--- config.mk ---
export PLATFORM = sky130hd
export DESIGN_NAME = drl_serial_readout
export DESIGN_NICKNAME = d
export VERILOG_FILES = /design/src/logic/drl_pkg.sv /design/src/logic/drl_if.sv /design/src/logic/drl_serial_readout.sv /design/src/logic/drl_pin_sync.sv /design/src/logic/drl_fifo.sv
export SDC_FILE = /design/constraint.sdc
export NUM_CORES = 1
export LEC_CHECK = 0
export BUFFER_PORTS_ARGS = -buffer_cell sky130_fd_sc_hd__buf_2
export CORE_UTILIZATION = 30
export DETAILED_ROUTE_END_ITERATION = 6
export PLACE_DENSITY = 0.57
export REMOVE_ABC_BUFFERS = 1
export SLEW_MARGIN = 20
export SYNTH_ARGS = -nofsm -noshare
export SYNTH_HDL_FRONTEND = slang
export SYNTH_HIERARCHICAL = 1
export SYNTH_SLANG_ARGS = --single-unit
--- constraint.sdc ---
create_clock -name mclk_i -period 6.98 [get_ports mclk_i]
set_clock_uncertainty 0.15 [all_clocks]
set_input_delay 1.047 -clock mclk_i [delete_from_list [all_inputs] [get_ports mclk_i]]
set_output_delay 1.047 -clock mclk_i [all_outputs]
set_load 0.01 [all_outputs]
--- src/logic/drl_pkg.sv ---
package drl_pkg;

  // ==========================================================
  // word layout
  localparam int unsigned NULL_BITS = 4;
  localparam int unsigned DATA_BITS = 12;
  localparam int unsigned WORD_BITS = NULL_BITS + DATA_BITS;
  localparam int unsigned CNT_W = 5;

  // ==========================================================
  // frame counting, in serial clock falls
  localparam logic [CNT_W-1:0] CNT_RESET = 5'h00;
  localparam logic [CNT_W-1:0] NULL_CNT = 5'h04;
  localparam logic [CNT_W-1:0] LAST_FALL = 5'h0F;
  localparam logic [CNT_W-1:0] FRAME_FALLS = 5'h10;

  // ==========================================================
  // reset and idle values
  localparam logic [NULL_BITS-1:0] NULL_FIELD = 4'h0;
  localparam logic [DATA_BITS-1:0] SAMPLE_RESET = 12'h000;
  localparam logic [WORD_BITS-1:0] WORD_RESET = 16'h0000;
  localparam logic CS_IDLE = 1'h1;
  localparam logic SCLK_IDLE = 1'h0;
  localparam logic DOUT_IDLE = 1'h0;

  // ==========================================================
  // buffering
  localparam int unsigned FIFO_DEPTH = 8;

  // ==========================================================
  // readout sequencer
  typedef enum logic [2:0] {
    DRL_SLEEP = 3'h1,
    DRL_SHIFT = 3'h2,
    DRL_DONE = 3'h4
  } drl_state_e;

endpackage

--- src/logic/drl_if.sv ---
`timescale 1ns/1ps
`default_nettype none

// ==========================================================
// synchronised link events
interface drl_link_if;
  logic cs_fall;
  logic cs_low;
  logic sclk_fall;
  logic sclk_rise;
  modport drv (output cs_fall, output cs_low, output sclk_fall, output sclk_rise);
  modport mon (input cs_fall, input cs_low, input sclk_fall, input sclk_rise);
endinterface

// ==========================================================
// sample stream
interface drl_stream_if #(
  parameter int unsigned W = 12
);
  logic valid;
  logic ready;
  logic [W-1:0] data;
  modport src (output valid, output data, input ready);
  modport snk (input valid, input data, output ready);
endinterface

`default_nettype wire

--- src/logic/drl_serial_readout.sv ---
`timescale 1ns/1ps
`default_nettype none

module drl_serial_readout #(
  parameter int unsigned FIFO_DEPTH = drl_pkg::FIFO_DEPTH
) (
  input wire logic mclk_i,
  input wire logic resetn_i,
  input wire logic cs_n_i,
  input wire logic sclk_i,
  input wire logic [drl_pkg::DATA_BITS-1:0] sample_i,
  input wire logic sample_valid_i,
  output logic sample_ready_o,
  output logic dout_o,
  output logic dout_oe_o,
  output logic power_down_o,
  output logic converting_o,
  output logic underrun_o
);

  // ==========================================================
  // pin synchronisers and sample buffer
  drl_link_if link ();
  drl_stream_if #(.W(drl_pkg::DATA_BITS)) in_s ();
  drl_stream_if #(.W(drl_pkg::DATA_BITS)) out_s ();

  drl_pin_sync u_sync (
    .mclk_i(mclk_i),
    .resetn_i(resetn_i),
    .cs_n_pin_i(cs_n_i),
    .sclk_pin_i(sclk_i),
    .link(link.drv)
  );

  assign in_s.valid = sample_valid_i;
  assign in_s.data = sample_i;
  assign sample_ready_o = in_s.ready;

  // the front end keeps filling while asleep; a full buffer stalls it
  drl_fifo #(.WIDTH(drl_pkg::DATA_BITS), .DEPTH(FIFO_DEPTH)) u_fifo (
    .mclk_i(mclk_i),
    .resetn_i(resetn_i),
    .wr(in_s.snk),
    .rd(out_s.src)
  );

  // ==========================================================
  // sequencer state
  typedef struct packed {
    drl_pkg::drl_state_e state;
    logic [drl_pkg::WORD_BITS-1:0] shreg;
    logic [drl_pkg::CNT_W-1:0] falls;
    logic dout;
    logic oe;
    logic underrun;
  } drl_core_s;

  drl_core_s st;
  drl_core_s next_st;
  logic take;

  // sample is taken only at the frame opening, and only while asleep
  assign take = (st.state == drl_pkg::DRL_SLEEP) && link.cs_fall;
  assign out_s.ready = take;

  always_comb begin
    next_st = st;
    unique case (st.state)
      drl_pkg::DRL_SLEEP: begin
        next_st.oe = 1'b0;
        next_st.dout = drl_pkg::DOUT_IDLE;
        if (take) begin
          // empty buffer sends a zero code rather than stale data
          next_st.shreg = {drl_pkg::NULL_FIELD,
                           out_s.valid ? out_s.data : drl_pkg::SAMPLE_RESET};
          next_st.underrun = ~out_s.valid;
          next_st.falls = drl_pkg::CNT_RESET;
          next_st.dout = drl_pkg::NULL_FIELD[drl_pkg::NULL_BITS-1];
          next_st.oe = 1'b1;
          next_st.state = drl_pkg::DRL_SHIFT;
        end
      end
      drl_pkg::DRL_SHIFT: begin
        if (!link.cs_low) begin
          // early rise aborts the frame and releases the line at once
          next_st.oe = 1'b0;
          next_st.dout = drl_pkg::DOUT_IDLE;
          next_st.state = drl_pkg::DRL_SLEEP;
        end else if (link.sclk_fall) begin
          next_st.falls = st.falls + 1'b1;
          next_st.shreg = {st.shreg[drl_pkg::WORD_BITS-2:0], 1'b0};
          if (st.falls == drl_pkg::LAST_FALL) begin
            next_st.dout = drl_pkg::DOUT_IDLE;
            next_st.state = drl_pkg::DRL_DONE;
          end else begin
            next_st.dout = st.shreg[drl_pkg::WORD_BITS-2];
          end
        end
      end
      drl_pkg::DRL_DONE: begin
        if (!link.cs_low) begin
          next_st.oe = 1'b0;
          next_st.state = drl_pkg::DRL_SLEEP;
        end
      end
      default: begin
        next_st.state = drl_pkg::DRL_SLEEP;
        next_st.oe = 1'b0;
        next_st.dout = drl_pkg::DOUT_IDLE;
      end
    endcase
  end

  always_ff @(posedge mclk_i or negedge resetn_i) begin
    if (!resetn_i) begin
      st <= '{drl_pkg::DRL_SLEEP, drl_pkg::WORD_RESET, drl_pkg::CNT_RESET,
              drl_pkg::DOUT_IDLE, 1'b0, 1'b0};
    end else begin
      st <= next_st;
    end
  end

  // ==========================================================
  // outputs
  assign dout_o = st.dout;
  assign dout_oe_o = st.oe;
  assign power_down_o = (st.state == drl_pkg::DRL_SLEEP);
  assign converting_o = (st.state == drl_pkg::DRL_SHIFT);
  assign underrun_o = st.underrun;

  // a frame step is a clock fall while the frame is still selected
  function automatic logic frame_step(input drl_pkg::drl_state_e s, input logic low,
                                      input logic fall);
    frame_step = (s == drl_pkg::DRL_SHIFT) && low && fall;
  endfunction
endmodule

`default_nettype wire

--- src/logic/drl_pin_sync.sv ---
`timescale 1ns/1ps
`default_nettype none

module drl_pin_sync (
  input wire logic mclk_i,
  input wire logic resetn_i,
  input wire logic cs_n_pin_i,
  input wire logic sclk_pin_i,
  drl_link_if.drv link
);

  // ==========================================================
  // state: two sync stages plus one history stage per pin
  typedef struct packed {
    logic cs_s1;
    logic cs_s2;
    logic cs_s3;
    logic sclk_s1;
    logic sclk_s2;
    logic sclk_s3;
  } drl_sync_s;

  drl_sync_s st;
  drl_sync_s next_st;

  always_comb begin
    next_st = st;
    next_st.cs_s1 = cs_n_pin_i;
    next_st.cs_s2 = st.cs_s1;
    next_st.cs_s3 = st.cs_s2;
    next_st.sclk_s1 = sclk_pin_i;
    next_st.sclk_s2 = st.sclk_s1;
    next_st.sclk_s3 = st.sclk_s2;
  end

  always_ff @(posedge mclk_i or negedge resetn_i) begin
    if (!resetn_i) begin
      st <= '{drl_pkg::CS_IDLE, drl_pkg::CS_IDLE, drl_pkg::CS_IDLE,
              drl_pkg::SCLK_IDLE, drl_pkg::SCLK_IDLE, drl_pkg::SCLK_IDLE};
    end else begin
      st <= next_st;
    end
  end

  // ==========================================================
  // edges only from stages two and three, never stage one
  assign link.cs_fall = st.cs_s3 & ~st.cs_s2;
  assign link.cs_low = ~st.cs_s2;
  assign link.sclk_fall = st.sclk_s3 & ~st.sclk_s2;
  assign link.sclk_rise = ~st.sclk_s3 & st.sclk_s2;

endmodule

`default_nettype wire

--- src/logic/drl_fifo.sv ---
`timescale 1ns/1ps
`default_nettype none

module drl_fifo #(
  parameter int unsigned WIDTH = 12,
  parameter int unsigned DEPTH = 8
) (
  input wire logic mclk_i,
  input wire logic resetn_i,
  drl_stream_if.snk wr,
  drl_stream_if.src rd
);

  localparam int unsigned AW = (DEPTH > 1) ? $clog2(DEPTH) : 1;
  localparam logic [AW-1:0] LAST_PTR = AW'(DEPTH - 1);
  localparam logic [AW:0] FULL_COUNT = (AW + 1)'(DEPTH);

  // ==========================================================
  // state
  typedef struct packed {
    logic [DEPTH-1:0][WIDTH-1:0] mem;
    logic [AW-1:0] wptr;
    logic [AW-1:0] rptr;
    logic [AW:0] count;
  } drl_fifo_s;

  drl_fifo_s st;
  drl_fifo_s next_st;
  logic push;
  logic pop;

  function automatic logic [AW-1:0] bump(input logic [AW-1:0] p);
    bump = (p == LAST_PTR) ? '0 : p + 1'b1;
  endfunction

  // honest flags: full stalls the source, empty stalls the reader
  assign wr.ready = (st.count != FULL_COUNT);
  assign rd.valid = (st.count != '0);
  assign rd.data = st.mem[st.rptr];
  assign push = wr.valid & wr.ready;
  assign pop = rd.valid & rd.ready;

  always_comb begin
    next_st = st;
    if (push) begin
      next_st.mem[st.wptr] = wr.data;
      next_st.wptr = bump(st.wptr);
    end
    if (pop) begin
      next_st.rptr = bump(st.rptr);
    end
    next_st.count = st.count + {{AW{1'b0}}, push} - {{AW{1'b0}}, pop};
  end

  always_ff @(posedge mclk_i or negedge resetn_i) begin
    if (!resetn_i) begin
      st <= '0;
    end else begin
      st <= next_st;
    end
  end

endmodule

`default_nettype wire

==> impl_metrics.py, run 1 <==
metrics = {
    "power_and_ir_drop": {
        "power.density_nw_per_um2": 457,
        "p_leak_nw": 3.25,
        "fin_total_pwr_mw": 3.43,
        "ir_worst_vdd_mv": 0.159,
    },
    "timing": {
        "tightest_slew_ps": 816,
        "hold_viol_final": 0,
        "fin_crit_sh_pct": 45.3,
        "finalCriticalPeriod_ps": 3160,
        "finalSetupViolCount": 0,
        "slew-limit-headroom_pct": 45.5,
        "drv_slew": 0,
        "fin_tns_setup_ps": 0,
        "fmax_mhz": 316,
        "setup_ws_ps": 3820,
        "rsz0062_at_grt": "no",
    },
    "routing": {
        "postRouteAntennaNets": 0,
        "drt-pass1-iter-count": 4,
        "remaining_drc_errors": 0,
        "wl_mm": 13.5,
        "vias_per_cell": 4.95,
        "vias": 3647,
        "routedWlPerCell_um": 18.3,
        "drtIter0Drc": 236,
    },
    "clocking": {
        "clkLatencyLatePin_ps": 420,
        "postCtsSetupRepairBufs": 0,
        "cts_htree_levels": 4,
        "cts_tree": "built",
        "root_buffer": "clkbuf_16",
        "postCtsHoldBufs": 0,
        "clockBufferDepth": 2,
        "clk_pin_slew_worst_paths_ps": 60,
        "numCtsBuffers": 17,
        "cts_resized": 0,
        "cts.sinks": 138,
    },
    "place": {
        "dpl.hpwl_mm": 8.30,
        "dp_slack_ps": 4150,
        "portBuffers": 22,
        "place_congestion": 0.735,
    },
    "die": {
        "die-area_um2": 22300,
        "initial_utilization_pct": 30.8,
        "core-area_um2": 21200,
        "chipHeight_um": 149,
        "pin_count": 23,
        "dieWidth_um": 149,
        "rows": 53,
    },
    "finish": {
        "fin_nets": 479,
        "n_antenna_cell": 0,
        "drive_gt1_share_pct": 49.4,
        "area_growth_pct": 15.6,
        "final_common_cell": "dfrtp_1",
        "post-route-util_pct": 35.6,
        "most-common-layout-cells": "dfrtp_1 (134), mux2_2 (104), mux4_2 (24)",
    },
    "global_routing": {
        "grt_max_degree": 86,
        "gr-usage-all-layers_pct": 13.7,
        "grt_pass1_wl_mm": 22.6,
        "antenna_found_initial": 0,
        "grt_pass1_vias": 4115,
        "gr-total-overflow": 0,
    },
    "setup_path": {
        "cp_max_fo": 19,
        "crit_arrival_ps": 1970,
        "critPathMaxStageDelay_ps": 750,
        "end_kind": "output port",
        "crit_slowest_cell": "nor3b_4",
        "crit_buf_inv": 1,
        "reg2reg_from": "u_fifo/st[2]$_DFF_PN0_",
        "path_class": "register to output port",
        "required_ps": 5780,
        "crit_chain": "nor3b_4 -> buf_2",
        "critical_path.top_delay_family": "simple AND/OR/NAND/NOR gates",
        "crit_path_start": "st[25]$_DFFE_PN0P_",
        "start_kind": "register",
    },
    "logic_synthesis": {
        "synth_cells": 422,
        "synth_area_um2": 6510,
        "synth_warnings": 6,
        "syn_avg_cell_area_um2": 15.4,
    },
    "worst_hold_path": {
        "hold_start": "u_sync/next_st[1]$_DFF_PN0_",
        "hp-class": "register to register",
    },
    "status": {
        "status": "complete, no violations",
    },
    "flow_run": {
        "max_cap_violations": 0,
    },
}
-- stage by stage --
| step | hold slack [ps] | instance area, um^2 | cells |
|---|---|---|---|
| after global placement | 189 | 6910 | 705 |
| after global routing | 218 | 7520 | 737 |
| final | 197 | 7520 | 737 |
| after CTS | 200 | 7520 | 737 |
| after detailed placement | 187 | 6910 | 705 |
| after floorplan | 181 | 6350 | 399 |
-- where the power goes --
group | switching [mW] | internal, mW
combinational | 0.433 | 0.719
sequential | 0.214 | 1.14
clock | 0.352 | 0.574
-- layout make-up --
class | instances | area, um^2
Clock buffer | 19 | 443
Clock inverter | 13 | 166
Fill cell | 2005 | 13600
Inverter | 17 | 63.8
Multi-Input combinational cell | 244 | 2860
Sequential cell | 138 | 3460
Tap cell | 275 | 344
Timing Repair Buffer | 31 | 188
-- layer usage --
metal / vias to the layer above / GRT usage (%) / part of all wire [%]
li1: 1616 / - / -
met1: 1962 / 17.6 / 48
met2: 51 / 21.6 / 47
met3: 18 / 3.52 / 3.2
met4: 0 / 5.97 / 1.8
met5: - / 0 / 0
-- sequential cells by signal (all words and copies together) (netlist names) --
signal / count
u_fifo/st: 106
st: 23
u_sync/next_st: 4
u_sync/st: 2
dout_o: 1
dout_oe_o: 1
underrun_o: 1
-- path summary, 6_finish.rpt --
| kind | cells after the start | end | slack [ps] |
|---|---|---|---|
| max | 2 | converting_o | 3820 |
| max in group asynchronous | 2 | u_fifo/st[42]$_DFFE_PN0P_ | 5090 |
| min | 0 | u_sync/next_st[0]$_DFF_PN0_ | 200 |
| min reg2reg | 0 | u_sync/next_st[0]$_DFF_PN0_ | 200 |
| min in group asynchronous | 1 | st[3]$_DFFE_PN0P_ | 440 |
| max reg2reg | 11 | u_fifo/st[2]$_DFF_PN0_ | 4150 |
Power figures use the tool's default switching activity.
==> run 2: changes to the inputs <==
--- a/config.mk
+++ b/config.mk
@@ -8,7 +8,7 @@
 export BUFFER_PORTS_ARGS = -buffer_cell sky130_fd_sc_hd__buf_2
 export CORE_UTILIZATION = 30
 export DETAILED_ROUTE_END_ITERATION = 6
-export PLACE_DENSITY = 0.57
+export PLACE_DENSITY = 0.58
 export REMOVE_ABC_BUFFERS = 1
 export SLEW_MARGIN = 20
 export SYNTH_ARGS = -nofsm -noshare
==> constraint.sdc (replaced) <==
create_clock -name mclk_i -period 2.6 [get_ports mclk_i]
set_clock_uncertainty 0.15 [all_clocks]
set_input_delay 0.39 -clock mclk_i [delete_from_list [all_inputs] [get_ports mclk_i]]
set_output_delay 0.39 -clock mclk_i [all_outputs]
set_load 0.01 [all_outputs]
==> run 2 against run 1 <==
Critical path depth is 9 higher. Wire length is 2.2% higher. Final area grew 2.7%. First-iteration DRC count decreased by 13%. Via count is 0.19% lower. Clock power grew to 2.9 times the previous value. Clock-buffer cell count rose by 3. Total power rose to 2.8 times the previous value. Critical endpoint is now u_fifo/st[2]$_DFF_PN0_. Highest routed layer unchanged.
==> impl_metrics.py, run 2 (synthesis gave the netlist of run 1 again) <==
metrics = {
    "global_routing": {
        "antenna_found_initial": 0,
        "grt_max_degree": 63,
        "grt_pass1_wl_mm": 22.8,
        "gr-usage-all-layers_pct": 13.7,
        "gr-total-overflow": 0,
        "grt_pass1_vias": 4081,
    },
    "setup_path": {
        "start_kind": "register",
        "r2r_end": "u_fifo/st[2]$_DFF_PN0_",
        "reg2reg_from": "u_fifo/st[2]$_DFF_PN0_",
        "cp_max_fo": 4,
        "end_kind": "register",
        "r2r_slack_ps": 160,
        "required_ps": 2750,
        "crit_arrival_ps": 2590,
        "reg2reg_depth": 11,
        "path_class": "register to register",
    },
    "timing": {
        "setup_ws_ps": 160,
        "rsz0062_at_grt": "no",
        "fmax_mhz": 410,
        "slew-limit-headroom_pct": 50.1,
        "hold_viol_final": 0,
        "tightest_slew_ps": 748,
        "finalSetupViolCount": 0,
        "drv_slew": 0,
        "fin_crit_sh_pct": 93.8,
        "finalCriticalPeriod_ps": 2440,
        "fin_tns_setup_ps": 0,
    },
    "finish": {
        "n_antenna_cell": 0,
        "most-common-layout-cells": "dfrtp_1 (134), mux2_2 (104), mux4_2 (24)",
        "drive_gt1_share_pct": 51.1,
        "register_area_um2": 3460,
        "largest_reg_flops": 106,
        "area_growth_pct": 18.7,
        "largest-register": "u_fifo/st",
        "multi_input_area_um2": 2870,
        "final_common_cell": "dfrtp_1",
        "fin_nets": 493,
        "fillers": 1975,
    },
    "power_and_ir_drop": {
        "p_comb_share_pct": 33.6,
        "p_int_mw": 6.88,
        "ir_worst_vdd_mv": 0.513,
        "power.density_nw_per_um2": 1230,
        "p_leak_nw": 3.37,
        "fin_total_pwr_mw": 9.53,
        "clkPwrFrac_pct": 28.4,
        "switching_power_mw": 2.65,
        "pwr-share-seq_pct": 37.9,
        "swShare_pct": 27.8,
    },
    "flow_run": {
        "max_cap_violations": 0,
    },
    "status": {
        "status": "complete, no violations",
    },
    "place": {
        "place_congestion": 0.784,
        "dp_slack_ps": -3.85,
        "portBuffers": 22,
        "dpl.hpwl_mm": 8.61,
    },
    "routing": {
        "drt-pass1-iter-count": 4,
        "vias_per_cell": 4.85,
        "postRouteAntennaNets": 0,
        "drtIter0Drc": 206,
        "remaining_drc_errors": 0,
        "wl_mm": 13.8,
        "routedWlPerCell_um": 18.4,
        "vias": 3640,
    },
    "clocking": {
        "root_buffer": "clkbuf_16",
        "numCtsBuffers": 17,
        "cts_tree": "built",
        "clockBufferDepth": 2,
        "cts_htree_levels": 4,
        "clk_pin_slew_worst_paths_ps": 60,
        "clkLatencyLatePin_ps": 420,
        "cts.sinks": 138,
    },
    "die": {
        "dieWidth_um": 149,
        "initial_utilization_pct": 30.8,
        "core-area_um2": 21200,
        "chipHeight_um": 149,
        "die-area_um2": 22300,
        "pin_count": 23,
        "rows": 53,
    },
    "worst_hold_path": {
        "hp-class": "primary input to register",
        "whs_path_depth": 2,
        "holdPathEnd": "u_fifo/st[93]$_DFFE_PN0P_",
        "hold_start": "sample_i[11]",
    },
}
## run 2: area by class of cell
type / instances / area share, %
multi-input combinational: 244 / 37.1
clock buffer: 22 / 6.27
sequential: 138 / 44.8
inverter: 17 / 0.826
clock inverter: 10 / 2.41
timing repair buffer: 45 / 4.16
tap: 275 / 4.45
## run 2: how the worst max path moves through the flow
stage,start,to,cells after the start
after global routing,u_sync/st[3]$_DFF_PN1_,u_fifo/st[2]$_DFF_PN0_,10
after detailed placement,u_sync/st[3]$_DFF_PN1_,u_fifo/st[2]$_DFF_PN0_,10
after CTS,u_fifo/st[2]$_DFF_PN0_,u_fifo/st[2]$_DFF_PN0_,11
after global placement,u_sync/st[3]$_DFF_PN1_,u_fifo/st[2]$_DFF_PN0_,10
after floorplan,u_sync/st[3]$_DFF_PN1_,u_fifo/st[2]$_DFF_PN0_,10
final,u_fifo/st[2]$_DFF_PN0_,u_fifo/st[2]$_DFF_PN0_,11
## run 2: routing by layer
layer	up-vias	global-route usage [%]	wire length, um
met4	0	4.39	161
met3	14	3.43	409
li1	1645	-	-
met5	-	0	0
met1	1943	17.1	6160
met2	38	23.2	7050
## run 2: critical path: stages (launching register included)
cell	delay (ps)
dfrtp_1	380
inv_2	80
ha_1	150
nor3b_4	230
inv_1	90
nand2_1	180
ha_1	260
inv_1	70
ha_2	180
inv_1	50
fa_1	370
xnor2_1	140
## run 2: power by group through the flow
| stage | combinational, mW | clock [mW] | sequential [mW] |
|---|---|---|---|
| final | 3.21 | 2.71 | 3.61 |
| after detailed placement | 3.22 | 0 | 3.64 |
| after floorplan | 2.34 | 0 | 3.59 |
| after global routing | 3.48 | 2.88 | 3.73 |
| after global placement | 3.11 | 0 | 3.57 |
| after CTS | 3.24 | 2.78 | 3.61 |
## run 2: timing repair
action | 4_1_cts | 5_1_grt
setup endpoints to repair | 2 | 3
hold buffers | 3 | 0
pin swaps | 0 | 1
hold endpoints to repair | 57 | 0
buffers inserted | 0 | 1
gates resized for setup | 1 | 5
## run 2: metrics by stage
step / std cells / util, % / area (um^2) / hold slack [ps]
finish: 751 / 36.5 / 7730 / 156
global route: 751 / 36.5 / 7730 / 153
CTS: 750 / 36.4 / 7710 / 138
detailed placement: 715 / 33.1 / 7000 / 191
global placement: 715 / 33.1 / 7000 / 185
floorplan: 399 / - / 6350 / -55.6
==> run 3: changes to the inputs <==
--- a/config.mk
+++ b/config.mk
@@ -6,10 +6,12 @@
 export NUM_CORES = 1
 export LEC_CHECK = 0
 export BUFFER_PORTS_ARGS = -buffer_cell sky130_fd_sc_hd__buf_2
+export CORE_ASPECT_RATIO = 0.9
 export CORE_UTILIZATION = 30
 export DETAILED_ROUTE_END_ITERATION = 6
 export PLACE_DENSITY = 0.58
 export REMOVE_ABC_BUFFERS = 1
+export SETUP_SLACK_MARGIN = 0.15
 export SLEW_MARGIN = 20
 export SYNTH_ARGS = -nofsm -noshare
 export SYNTH_HDL_FRONTEND = slang
==> run 3 against run 2 <==
Non-clock buffer count is 3 higher. Sequential share of layout area is 0.62 points lower. Setup slack better by 97 ps. Highest routed layer unchanged. Global-route usage hardly changed.
==> impl_metrics.py, run 3 (synthesis gave the netlist of run 1 again) <==
metrics = {
    "clocking": {
        "clk_pin_slew_worst_paths_ps": 60,
        "cts_tree": "built",
        "numCtsBuffers": 17,
        "clockBufferDepth": 2,
        "cts_htree_levels": 4,
        "clkLatencyLatePin_ps": 420,
        "root_buffer": "clkbuf_16",
        "cts.sinks": 138,
    },
    "finish": {
        "largest-register": "u_fifo/st",
        "area_growth_pct": 20.4,
        "finalNonFillerCells": 766,
        "largest_reg_flops": 106,
        "drive_gt1_share_pct": 52.6,
        "final_common_cell": "dfrtp_1",
        "multi_input_area_um2": 2920,
        "most-common-layout-cells": "dfrtp_1 (134), mux2_2 (104), mux4_2 (24)",
        "post-route-util_pct": 37.3,
        "fin_nets": 496,
        "register_area_um2": 3460,
        "fillers": 1989,
    },
    "power_and_ir_drop": {
        "power.density_nw_per_um2": 1240,
        "p_leak_nw": 3.38,
        "ir_worst_vdd_mv": 0.512,
    },
    "timing": {
        "hold_viol_final": 0,
        "setup_ws_ps": 257,
        "fmax_mhz": 427,
        "slew-limit-headroom_pct": 42.5,
        "fin_crit_sh_pct": 90.1,
        "finalCriticalPeriod_ps": 2340,
        "finalSetupViolCount": 0,
        "rsz0062_at_grt": "yes",
        "tightest_slew_ps": 863,
        "fin_hold_ws_ps": 152,
        "drv_slew": 0,
    },
    "place": {
        "portBuffers": 22,
        "dp.cells": 727,
        "place_congestion": 0.726,
        "dp_slack_ps": 37.3,
        "dpl.hpwl_mm": 8.56,
    },
    "die": {
        "pin_count": 23,
        "rows": 50,
        "chipHeight_um": 142,
        "initial_utilization_pct": 31.0,
        "die-area_um2": 22300,
        "dieWidth_um": 157,
        "core-area_um2": 21000,
    },
    "global_routing": {
        "top_usage_layer": "met2",
        "gr-total-overflow": 0,
        "use_met1_pct": 18.4,
        "met2_usage_pct": 21.0,
        "grt_pass1_vias": 4041,
        "grt_pass1_wl_mm": 22.7,
        "grt.met3_usage_pct": 3.60,
        "grt_max_degree": 56,
        "gr-usage-all-layers_pct": 13.7,
        "antenna_found_initial": 1,
    },
    "worst_hold_path": {
        "hold_start": "sample_i[0]",
        "holdPathEnd": "u_fifo/st[34]$_DFFE_PN0P_",
        "whs_path_depth": 2,
        "hp-class": "primary input to register",
    },
    "flow_run": {
        "max_cap_violations": 0,
    },
    "setup_path": {
        "end_kind": "register",
        "path_class": "register to register",
        "r2r_slack_ps": 260,
        "reg2reg_depth": 10,
        "crit_arrival_ps": 2510,
        "r2r_end": "u_fifo/st[1]$_DFF_PN0_",
        "crit_slowest_cell": "dfstp_2",
        "crit_chain": "nor2b_4 -> nor4bb_4 -> nand2_2 -> inv_2 -> ha_4 -> inv_4 -> ha_4 -> inv_1 -> fa_2 -> inv_1",
        "reg2reg_from": "u_sync/st[3]$_DFF_PN1_",
        "cp_max_fo": 2,
        "critPathMaxStageDelay_ps": 510,
        "start_kind": "register",
        "required_ps": 2770,
    },
    "routing": {
        "routedWlPerCell_um": 18.0,
        "postRouteAntennaNets": 0,
        "drt-pass1-iter-count": 4,
        "drtIter0Drc": 215,
        "vias_per_cell": 4.87,
        "vias": 3727,
        "remaining_drc_errors": 0,
        "wl_mm": 13.8,
    },
    "status": {
        "status": "complete, no violations",
    },
}
## run 3: metrics by stage
step / total power [mW] / area, um^2 / TNS, ps
finish: 9.70 / 7840 / 0
global route: 10.2 / 7830 / 0
CTS: 9.74 / 7750 / 0
detailed placement: 6.90 / 7030 / 0
global placement: 6.72 / 7030 / 0
floorplan: 5.93 / 6350 / -6400
## run 3: report_power, final
group / switching (mW) / total [mW] / internal, mW / leakage, nW
registers: 0.560 / 3.63 / 3.07 / 1.69
logic: 1.25 / 3.30 / 2.05 / 1.37
clock network: 0.925 / 2.77 / 1.85 / 0.320
## run 3: timing repair
action	4_1_cts	5_1_grt
buffers inserted	0	3
resized for setup	4	13
pin swaps	1	4
endpoints found under the hold margin	38	0
setup endpoints to repair	3	4
gates cloned	0	0
hold buffers	3	0
## run 3: routing by layer
layer | vias to the layer above | share of wire [%] | routed length [um]
met2 | 50 | 47 | 6500
li1 | 1654 | - | -
met1 | 2005 | 48 | 6540
met5 | - | 0 | 0
met4 | 0 | 1.6 | 218
met3 | 18 | 3.6 | 492
## run 3: how the worst max path moves through the flow
stage	cells past startpoint	startpoint	to	slack, ps
6_report	10	u_sync/st[3]$_DFF_PN1_	u_fifo/st[1]$_DFF_PN0_	260
5_1_grt	10	u_sync/st[3]$_DFF_PN1_	u_fifo/st[1]$_DFF_PN0_	140
4_1_cts	11	u_fifo/st[2]$_DFF_PN0_	u_fifo/st[2]$_DFF_PN0_	160
3_5_place_dp	11	u_fifo/st[2]$_DFF_PN0_	u_fifo/st[2]$_DFF_PN0_	40
3_3_place_gp	11	u_fifo/st[2]$_DFF_PN0_	u_fifo/st[2]$_DFF_PN0_	160
2_1_floorplan	10	u_sync/st[3]$_DFF_PN1_	u_fifo/st[2]$_DFF_PN0_	-1020
## run 3: area by class of cell
type | instances | share of cell area (%)
multi-input cells | 244 | 37.2
inverters | 17 | 0.846
repair buffers | 48 | 4.55
flip-flops and latches | 138 | 44.1
clock buffers | 21 | 5.88
clock inverters | 11 | 2.76
diodes | 1 | 0.0319
well taps | 286 | 4.57
## run 3: worst max-delay path: cells and delay by family (launching register included)
family | cells | cell delay (ps)
adders and majority gates | 3 | 820
DFF | 1 | 510
and+or+nand+nor | 3 | 560
buffers and inverters | 4 | 210
